==> src/common/cmpc_pkg.sv <==
// constants and types for the current mode pulse control core
package cmpc_pkg;
   // clock
   localparam int CLK_MHZ = 100;
   // nominal switching frequency and jitter
   localparam int SW_FREQ_KHZ = 130;
   localparam int JIT_PERCENT = 4;
   localparam int JIT_DEV_HZ = 5200;
   localparam int JIT_PERIOD_MS = 4;
   localparam int CYC_NOM = (CLK_MHZ * 1000) / SW_FREQ_KHZ;
   localparam int CYC_DEV = (CYC_NOM * JIT_PERCENT) / 100;
   // duty limit 0.75 expressed as 3/4
   localparam int DMAX_NUM = 3;
   localparam int DMAX_DEN = 4;
   // jitter steps: one step of the period per switching cycle group
   localparam int JIT_STEPS = 2 * CYC_DEV;
   localparam int JIT_STEP_CYC = (JIT_PERIOD_MS * CLK_MHZ * 1000) / (2 * JIT_STEPS);
   // minimum pulse delay, least time rounds up
   localparam int MIN_DLY_NS = 156;
   localparam int MIN_DLY_CYC = (MIN_DLY_NS * CLK_MHZ + 999) / 1000;
   // leading edge blanking, least time rounds up
   localparam int BLANK_NS = 220;
   localparam int BLANK_CYC = (BLANK_NS * CLK_MHZ + 999) / 1000;
   // sense amplifier gain 3.3 as 33/10
   localparam int GAIN_NUM = 33;
   localparam int GAIN_DEN = 10;
   // soft start
   localparam int SS_STEPS = 32;
   localparam int SS_STEP_US = 300;
   localparam int SS_STEP_CYC = SS_STEP_US * CLK_MHZ;
   localparam int SS_TOTAL_MS = 10;
   localparam int SS_TOTAL_CYC = SS_TOTAL_MS * CLK_MHZ * 1000;
   localparam int ANA_W = 12;
   typedef enum logic [1:0] {CMPC_OFF, CMPC_SOFT, CMPC_RUN} cmpc_mode_e;
endpackage : cmpc_pkg

==> src/logic/cmpc_core.sv <==
// pulse control core: oscillator, latch, blanking, soft start and supply lockout
`timescale 1ns/1ps
// Function
// sensed current above feedback ends pulse
// sense value scaled by gain 3.3
// ramp switch closed in off phase
// gate held off briefly after pulse start
// ramp plus current to both comparators
// soft start begins at supply turn-on
// soft-start level rises in 32 equal steps
// counter steps sink every 300 us
// soft start ends at 10 ms, sink off
// every restart reruns full soft start
// 130 kHz with 4 percent jitter, 4 ms
// jitter only after soft start ends
// duty limited to 0.75 per cycle
// oscillator sets latch, comparators reset it
// latch reset turns gate off immediately
// gate low while supply undervoltage
// undervoltage clears soft-start counter
// comparators ignored during turn-on blanking
// analog status bits synchronised to clock
module cmpc_core
   import cmpc_pkg::*;
(
   input wire logic clk,
   input wire logic rst,
   input wire logic supply_ok,
   input wire logic restart_req,
   input wire logic climit_trip,
   input wire logic [ANA_W-1:0] sense_voltage,
   input wire logic [ANA_W-1:0] ramp_voltage,
   input wire logic [ANA_W-1:0] feedback_level,
   output logic gate_drive,
   output logic ramp_reset_switch,
   output logic oscillator_phase,
   output logic [5:0] soft_start_level,
   output logic sink_enable,
   output logic soft_start_done
);
   typedef struct packed {
      logic [2:0] sok_sync;
      logic [2:0] clim_sync;
      logic [2:0] rst_sync;
      logic sok;
      cmpc_mode_e mode;
      logic [15:0] osc_cnt;
      logic [15:0] period;
      logic [15:0] on_max;
      logic [7:0] jit_pos;
      logic jit_up;
      logic [23:0] jit_div;
      logic pulse_latch;
      logic [7:0] since_set;
      logic [5:0] ss_step;
      logic [23:0] ss_div;
      logic [27:0] ss_time;
      logic gate;
      logic ramp_sw;
      logic osc_ph;
      logic sink;
      logic done;
   } cmpc_state_s;

   cmpc_state_s st_reg;
   cmpc_state_s st_next;
   logic [ANA_W+5:0] amp_sense;
   logic [ANA_W+5:0] combined;
   logic [ANA_W+5:0] ss_ref;
   logic duty_comparator;
   logic ss_comparator;
   logic blanked;
   logic sok_stable;
   logic clim_now;
   logic restart_now;

   // sense amplifier gain and the superimposed ramp
   always_comb
   begin
      amp_sense = 18'((ANA_W+6)'(sense_voltage) * (ANA_W+6)'(GAIN_NUM) / (ANA_W+6)'(GAIN_DEN));
      combined = amp_sense + (ANA_W+6)'(ramp_voltage);
      ss_ref = (ANA_W+6)'(st_reg.ss_step) << (ANA_W-5);
   end

   // comparisons are masked while the turn-on spike settles
   assign blanked = st_reg.since_set < 8'(BLANK_CYC);
   assign duty_comparator = !blanked && combined > (ANA_W+6)'(feedback_level);
   assign ss_comparator = !blanked && st_reg.mode == CMPC_SOFT && combined > ss_ref;
   // the first sync stage is read only by the second
   assign sok_stable = st_reg.sok_sync[1] == st_reg.sok_sync[2];
   assign clim_now = st_reg.clim_sync[1] && st_reg.clim_sync[2];
   assign restart_now = st_reg.rst_sync[1] && !st_reg.rst_sync[2];

   // next-state logic for the whole core
   always_comb
   begin
      st_next = st_reg;
      st_next.sok_sync = {st_reg.sok_sync[1:0], supply_ok};
      st_next.clim_sync = {st_reg.clim_sync[1:0], climit_trip};
      st_next.rst_sync = {st_reg.rst_sync[1:0], restart_req};
      if (sok_stable)
         st_next.sok = st_reg.sok_sync[2];
      // mode sequencing
      case (st_reg.mode)
         CMPC_OFF:
         begin
            if (st_reg.sok)
               st_next.mode = CMPC_SOFT;
         end
         CMPC_SOFT:
         begin
            // a restart attempt during soft start begins it again from zero
            if (restart_now)
               st_next.mode = CMPC_OFF;
            else if (st_reg.ss_time >= 28'(SS_TOTAL_CYC - 1))
               st_next.mode = CMPC_RUN;
         end
         default:
         begin
            if (restart_now)
               st_next.mode = CMPC_OFF;
         end
      endcase
      if (!st_reg.sok)
         st_next.mode = CMPC_OFF;
      // soft start counter, cleared whenever the next mode is off
      if (st_next.mode == CMPC_OFF)
      begin
         st_next.ss_step = '0;
         st_next.ss_div = '0;
         st_next.ss_time = '0;
      end
      else if (st_reg.mode == CMPC_SOFT)
      begin
         st_next.ss_time = st_reg.ss_time + 28'd1;
         if (st_reg.ss_div >= 24'(SS_STEP_CYC - 1))
         begin
            st_next.ss_div = '0;
            if (st_reg.ss_step < 6'(SS_STEPS))
               st_next.ss_step = st_reg.ss_step + 6'd1;
         end
         else
            st_next.ss_div = st_reg.ss_div + 24'd1;
      end
      else if (st_reg.mode == CMPC_RUN)
         st_next.ss_step = 6'(SS_STEPS); // entry from off keeps the cleared count
      st_next.sink = st_next.mode == CMPC_SOFT;
      st_next.done = st_next.mode == CMPC_RUN;
      // jitter triangle, only in normal run
      if (st_reg.mode != CMPC_RUN)
      begin
         st_next.jit_pos = 8'(CYC_DEV);
         st_next.jit_up = 1'b1;
         st_next.jit_div = '0;
      end
      else if (st_reg.jit_div >= 24'(JIT_STEP_CYC - 1))
      begin
         st_next.jit_div = '0;
         if (st_reg.jit_up)
         begin
            st_next.jit_pos = st_reg.jit_pos + 8'd1;
            if (st_reg.jit_pos >= 8'(JIT_STEPS - 1))
               st_next.jit_up = 1'b0;
         end
         else
         begin
            st_next.jit_pos = st_reg.jit_pos - 8'd1;
            if (st_reg.jit_pos <= 8'd1)
               st_next.jit_up = 1'b1;
         end
      end
      else
         st_next.jit_div = st_reg.jit_div + 24'd1;
      // oscillator; period latched at cycle start so duty limit tracks it
      if (st_reg.osc_cnt >= st_reg.period - 16'd1)
      begin
         st_next.osc_cnt = '0;
         st_next.period = 16'(CYC_NOM - CYC_DEV) + 16'(st_reg.jit_pos);
         st_next.on_max = 16'((32'(16'(CYC_NOM - CYC_DEV) + 16'(st_reg.jit_pos)) * DMAX_NUM) / DMAX_DEN);
      end
      else
         st_next.osc_cnt = st_reg.osc_cnt + 16'd1;
      st_next.osc_ph = st_next.osc_cnt < st_next.on_max;
      st_next.ramp_sw = !st_next.osc_ph;
      // pulse latch: set at cycle start, set wins over a reset in the same cycle
      if (st_next.osc_cnt == '0 && st_reg.mode != CMPC_OFF)
      begin
         st_next.pulse_latch = 1'b1;
         st_next.since_set = '0;
      end
      else
      begin
         if (st_reg.since_set != 8'hFF)
            st_next.since_set = st_reg.since_set + 8'd1;
         if (duty_comparator || ss_comparator || (clim_now && !blanked) || !st_next.osc_ph)
            st_next.pulse_latch = 1'b0;
      end
      // gate needs latch, minimum delay and good supply
      st_next.gate = st_next.pulse_latch && st_next.mode != CMPC_OFF
                     && st_next.since_set >= 8'(MIN_DLY_CYC);
   end

   // single state register
   always_ff @(posedge clk or posedge rst)
   begin
      if (rst)
      begin
         st_reg <= '0;
         st_reg.mode <= CMPC_OFF;
         st_reg.period <= 16'(CYC_NOM);
         st_reg.on_max <= 16'((CYC_NOM * DMAX_NUM) / DMAX_DEN);
         st_reg.ramp_sw <= 1'b1;
         st_reg.jit_pos <= 8'(CYC_DEV);
      end
      else
         st_reg <= st_next;
   end

   assign gate_drive = st_reg.gate;
   assign ramp_reset_switch = st_reg.ramp_sw;
   assign oscillator_phase = st_reg.osc_ph;
   assign soft_start_level = st_reg.ss_step;
   assign sink_enable = st_reg.sink;
   assign soft_start_done = st_reg.done;

   property p_uv_gate;
      @(posedge clk) disable iff (rst) !st_reg.sok |=> !gate_drive;
   endproperty
   a_uv_gate: assert property (p_uv_gate) else $error("gate on under undervoltage");

   property p_uv_clear;
      @(posedge clk) disable iff (rst) !st_reg.sok |=> soft_start_level == 6'h00;
   endproperty
   a_uv_clear: assert property (p_uv_clear) else $error("soft start not cleared");

   property p_gate_latch;
      @(posedge clk) disable iff (rst) gate_drive |-> st_reg.pulse_latch;
   endproperty
   a_gate_latch: assert property (p_gate_latch) else $error("gate without latch");

   property p_min_dly;
      @(posedge clk) disable iff (rst) $rose(st_reg.pulse_latch) |-> !gate_drive [*8];
   endproperty
   a_min_dly: assert property (p_min_dly) else $error("gate too early");

   property p_ramp_sw;
      @(posedge clk) disable iff (rst) ramp_reset_switch != oscillator_phase;
   endproperty
   a_ramp_sw: assert property (p_ramp_sw) else $error("ramp switch wrong");

   property p_duty;
      @(posedge clk) disable iff (rst) gate_drive |-> st_reg.osc_cnt < st_reg.on_max;
   endproperty
   a_duty: assert property (p_duty) else $error("duty limit exceeded");

   property p_sink;
      @(posedge clk) disable iff (rst) soft_start_done |-> !sink_enable;
   endproperty
   a_sink: assert property (p_sink) else $error("sink on after soft start");

   property p_step;
      @(posedge clk) disable iff (rst) st_reg.mode == CMPC_SOFT && $past(st_reg.mode) == CMPC_SOFT
         |-> soft_start_level - $past(soft_start_level) <= 6'h01;
   endproperty
   a_step: assert property (p_step) else $error("soft start jumped");

   property p_nojit;
      @(posedge clk) disable iff (rst) !$past(soft_start_done) |-> st_reg.jit_pos == 8'(CYC_DEV)
         && st_reg.jit_div == '0;
   endproperty
   a_nojit: assert property (p_nojit) else $error("jitter during soft start");

   // a pulse may only end once blanking is over or at the duty limit
   property p_blank;
      @(posedge clk) disable iff (rst) $fell(st_reg.pulse_latch)
         |-> st_reg.since_set > 8'(BLANK_CYC) || !oscillator_phase;
   endproperty
   a_blank: assert property (p_blank) else $error("pulse ended inside blanking");

   property p_period;
      @(posedge clk) disable iff (rst) st_reg.osc_cnt < st_reg.period
         && st_reg.period >= 16'(CYC_NOM - CYC_DEV) && st_reg.period <= 16'(CYC_NOM + CYC_DEV);
   endproperty
   a_period: assert property (p_period) else $error("switching period out of band");

   property p_ss_max;
      @(posedge clk) disable iff (rst) soft_start_level <= 6'(SS_STEPS);
   endproperty
   a_ss_max: assert property (p_ss_max) else $error("soft start level beyond last step");

   property p_restart;
      @(posedge clk) disable iff (rst) restart_now && st_reg.mode != CMPC_OFF |=> st_reg.mode == CMPC_OFF;
   endproperty
   a_restart: assert property (p_restart) else $error("restart attempt ignored");

   property p_sync;
      @(posedge clk) disable iff (rst) !sok_stable |=> st_reg.sok == $past(st_reg.sok);
   endproperty
   a_sync: assert property (p_sync) else $error("supply status taken while unsettled");

   property p_gate_mode;
      @(posedge clk) disable iff (rst) gate_drive |-> st_reg.mode != CMPC_OFF;
   endproperty
   a_gate_mode: assert property (p_gate_mode) else $error("gate on while switched off");

   property p_latch_set;
      @(posedge clk) disable iff (rst) st_reg.osc_cnt == 16'h0000 && $past(st_reg.mode) != CMPC_OFF
         |-> st_reg.pulse_latch;
   endproperty
   a_latch_set: assert property (p_latch_set) else $error("latch not set at cycle start");
endmodule : cmpc_core

==> config.mk <==
export PLATFORM = sky130hd
export DESIGN_NAME = cmpc_core
export DESIGN_NICKNAME = d
export VERILOG_FILES = /design/src/common/cmpc_pkg.sv /design/src/logic/cmpc_core.sv
export SDC_FILE = /design/constraint.sdc
export NUM_CORES = 1
export LEC_CHECK = 0
export BUFFER_PORTS_ARGS = -buffer_cell sky130_fd_sc_hd__buf_2
export CAP_MARGIN = 20
export CORE_MARGIN = 2
export CORE_UTILIZATION = 60
export DETAILED_ROUTE_END_ITERATION = 8
export PLACE_DENSITY = 0.78
export SETUP_SLACK_MARGIN = 0.1
export SLEW_MARGIN = 10
export SYNTH_ARGS = -nofsm -noshare
export SYNTH_HDL_FRONTEND = slang
export SYNTH_SLANG_ARGS = --single-unit
==> constraint.sdc <==
create_clock -name clk -period 6.3 [get_ports clk]
set_input_delay 0.315 -clock clk [delete_from_list [all_inputs] [get_ports clk]]
set_output_delay 0.315 -clock clk [all_outputs]
set_load 0.005 [all_outputs]
* Word level (Yosys, flattened, before mapping) *
Cells that the tools add are included.

cells by class
  multiply operators = 2
  muxes and demuxes = 23
  divide/modulo/power cells = 1
  reduce and logical (&&, ||, !) cells = 24
  $add $sub $neg = 12
  equal/unequal tests = 9
  magnitude comparators = 12

operators by type and width
  operator                 count
  $mux W58                 1
  $mux W52                 1
  $add A24 B1 Y24 const B  2
  $mux W24                 2
  $mux W33                 1
  $mux W16                 2
  $add A28 B1 Y28 const B  1
  $ge A28 B20 Y1 const B   1
  $mux W9                  3
  $ge A24 B12 Y1 const B   1
  $ge A24 B15 Y1 const B   1
  $mux W6                  4
  $add A10 B8 Y11 const A  2
  $add A18 B12 Y18         1
  $div A18 B4 Y18 const B  1
  $gt A18 B12 Y1           1
  $gt A18 B13 Y1           1
  $mul A12 B6 Y18 const B  1
  $add A16 B1 Y16 const B  1
  $add A8 B1 Y8 const B    2
  $ge A16 B16 Y1           1
  $logic_not A16 Y1        1
  $lt A16 B16 Y1           1
  $mul A11 B2 Y13 const B  1
  other kinds (25)         49

storage, ports and cells
  register bits after elaboration = 160

* Longest topological paths before layout *
  depth in word-level cells = 12
  gate-level depth with buffers = 54

* Worst setup path after synthesis *
No wires, ideal clock.

  path kind = input to register
  start point = input port sense_voltage[2]
  end point = register st_reg (netlist bit gate_drive)
  slack = -3.688 ns
  setup time = 0.077 ns
  buffers on the path = 2
  arrival time = 9.910 ns
  cell stages on the path = 49
  path through = ha_1 ha_1 ha_1 fa_1 a211oi_2 nor4b_1 or3_1 buf_2 nor3_4 o311ai_4 nand2b_1 buf_6 a211o_1 a211o_1 o211a_2 mux2i_4 a2111oi_0 a211oi_4 (+13 left out) a21oi_1 o21bai_1 a21oi_1 o21bai_1 a21oi_1 o21bai_1 a21o_1 a21oi_1 xor2_1 ha_1 nand4_1 or4_1 nor4_1 o21ai_0 nor3_1 o21ai_0 a211o_1 a21oi_1

RTL lines
  what                  line              source
  from (decl)           cmpc_core.sv:31   input wire logic [ANA_W-1:0] sense_voltage,
  to (signal assigned)  cmpc_core.sv:216  st_reg <= st_next;
  to (decl)             cmpc_core.sv:65   cmpc_state_s st_reg;

==> flow_summary.toml <==
[run_status]
status = "finished, violations left"
violations = "negative setup slack"

[detailed_routing]
totalWireLength_um = 32200
first_pass_iters = 5
drc_errors = 0
vias = 11399
detail-route-antenna-nets = 0
first_iter_violations = 795
routedWlPerCell_um = 16.8
via_per_inst = 5.96

[global_route]
grt_util_all_layers_pct = 30.5
antenna_found_initial = 0
grt_pass1_wl_um = 53800
grt_max_degree = 108
grt_pass1_vias = 11367
grt_overflow_total = 0

[pwr]
internal_power_uw = 4470
leakage_uw = 0.00722
p_per_area_nw_per_um2 = 489
ir_worst_vdd_uv = 875
seq_power_share_pct = 13.9
p_clk_share_pct = 13.9
totalPowerFinal_uw = 7570
combPwrFrac_pct = 72.2
p_switching_uw = 3100
switching_share_pct = 41.0

[worst_setup_path]
critPathLaunch = "sense_voltage[2]"
path_max_fanout = 8
cp-start-kind = "primary input"
end_kind = "flop"
crit_path_max_incr_delay_ns = 0.54
rr_startpoint = "st_reg[121]$_DFFE_PP1N_"
crit_path_top_delay_cell = "or4_4"
critPathMostFrequentCell = "buf_4"
worstSetupPathType = "primary input to flop"
cp.required_ns = 6.65
cp.arrival_ns = 10.26

[sta]
worst_slew_pin_slew_ns = 0.931
fin_skew_ns = 0.0146
finalSetupViolCount = 2
report.final.slew_viol_count = 0
finalSetupTns_ns = -7.14
rsz0062_at_grt = "yes"
period_minus_slack_ns = 9.91
max_freq_mhz = 101
setup_slack_ns = -3.61
finalHoldViolCount = 0
period_share_pct = 157
slew_headroom_pct = 37.9

[yosys]
synth_common_cells = "nor2_1, dfrtp_1, nand2_1"
yosysMostFrequentCell = "nor2_1"
netlist.area_leader.share_pct = 31.1
synth.distinct_cells = 112
yosys-top-cells-area = "dfrtp_1, ha_1, nor2_1"
syn_inst = 1377
synth_area_um2 = 12000
syn_area_per_cell_um2 = 8.71
synth_edf_count = 0
synth_top_area_cell = "dfrtp_1"
ys_ff_latch = 158
yosys_warnings = 0
synthArstFlopShare_pct = 100
seq_area_frac_synth_pct = 33.1
ys.flop_type = "dfrtp_1"

[clocking]
cts_max_path_buffers = 2
worstSkewPairLatency_ns = 0.43
numCtsBuffers = 17
cts.clk_slew.worst_paths_ns = 0.06
clockRootBuffer = "clkbuf_16"
cts_sinks = 158
htree_num_levels = 4
cts_tree = "yes"

[worst_hold_path]
min_path_type = "primary input to flop"
min_from = "restart_req"

[floorplanning]
start_util_pct = 61.4
die-area_um2 = 21100
num_rows = 51
die_w_um = 145
core_area_um2 = 19500
die_y_um = 145
ios = 52

[layout]
insertedDiodeCount = 0
drive_gt1_share_pct = 28.3
regArea_um2 = 3970
multi_input_area_um2 = 8230
syn_to_final_growth_pct = 28.9
filler_cell_count = 1263
nets = 1775
largest_reg_flops = 141

[job]
cap_violations = 0

[placed_design]
dp_hpwl_um = 22300
routabilityCongestion = 0.970
portBuffers = 51
[what timing repair did]
action,CTS,global route
buffers inserted,31,4
gates resized for setup,68,33
endpoints found under the setup margin,2,2
hold endpoints to repair,1,1
cloned,1,0
pin swaps,35,14
hold buffers,1,1
[power groups by stage]
stage,clock network [uW],logic [uW],registers [uW]
after global routing,1110,5940,1060
after detailed placement,0,4480,1070
final,1050,5460,1060
after CTS,1060,5070,1050
after global placement,0,4390,1070
after floorplan,0,2780,1070
[per-layer routing]
metal	wire, um	vias up	share of wire (%)	global-route usage, %
met5	0	-	0	0
met1	14100	5435	44	40.8
met4	1060	0	3.3	13.7
met2	15400	404	48	49.6
li1	-	5476	-	-
met3	1670	84	5.2	4.20
[metrics by stage]
step / utilization (%) / setup slack [ns] / std cells / area (um2) / hold WS (ns)
3_5_place_dp: 71.6 / -4.21 / 1845 / 14000 / 0.343
2_1_floorplan: - / -3.29 / 1398 / 12300 / 0.331
5_1_grt: 79.2 / -4.12 / 1914 / 15500 / 0.0111
3_3_place_gp: 71.6 / -3.95 / 1845 / 14000 / 0.334
4_1_cts: 78.1 / -3.51 / 1910 / 15300 / 0.00670
6_report: 79.2 / -3.61 / 1914 / 15500 / 0.0229
[worst max-delay path, delay by kind of cell]
family | cells | cell delay, ns
AO/OA/AOI/OAI | 23 | 4.02
AND/OR/NAND/NOR | 12 | 1.88
adder cells (fa/ha/maj) | 7 | 1.75
buffers and inverters | 13 | 1.65
multiplexers | 2 | 0.44
XOR/XNOR | 1 | 0.17
[layout by cell type, fill, tap and decap left out, types with 13 or more instances in the layout]
cell type | Yosys | routed
nand3_1 | 48 | 46
buf_4 | 8 | 220
xnor2_1 | 44 | 43
nor4_1 | 24 | 21
o21ai_0 | 66 | 61
ha_1 | 95 | 80
and3_1 | 30 | 29
a21o_1 | 33 | 32
ha_4 | 0 | 13
and2_1 | 16 | 14
nor3_1 | 27 | 22
conb_1 | 1 | 22
o211ai_1 | 17 | 17
inv_1 | 80 | 77
nand2b_1 | 14 | 13
nor2_1 | 170 | 168
nand2_1 | 98 | 96
nor2b_1 | 17 | 16
nand4_1 | 33 | 33
xor2_1 | 48 | 46
clkbuf_16 | 0 | 17
buf_2 | 5 | 49
a21oi_2 | 4 | 14
dfrtp_1 | 149 | 149
a21oi_1 | 78 | 67
[final cells by class]
cell class	count	area share, %
inverter	82	2.04
tap	265	2.14
timing repair buffer	279	13.0
sequential	158	25.6
clock buffer	19	2.93
multi-input combinational	1098	53.2
clock inverter	13	1.00
[logic make-up after synthesis]
family / count (synthesis) / synth area share [%]
buffers and inverters: 143 / 5.17
other: 1 / 0.0313
AND/OR/NAND/NOR: 529 / 22.2
XOR/XNOR: 93 / 6.85
multiplexers: 14 / 1.43
adder cells (fa/ha/maj): 99 / 10.5
AO/OA/AOI/OAI: 340 / 20.8
flip-flops: 158 / 33.1
[final timing paths]
kind | to | slack, ns | cells after the start
setup / recovery | gate_drive$_DFF_PP0_ | -3.61 | 58
hold / removal | st_next[157]$_DFF_PP0_ | 0.02 | 1
setup reg to reg | gate_drive$_DFF_PP0_ | 0.92 | 28
hold reg to reg | st_next[158]$_DFF_PP0_ | 0.36 | 0
max in group asynchronous | st_reg[34]$_DFFE_PP0P_ | 5.02 | 3
min in group asynchronous | st_reg[75]$_DFF_PP0_ | 0.10 | 2
(Power assumes the default switching activity.)
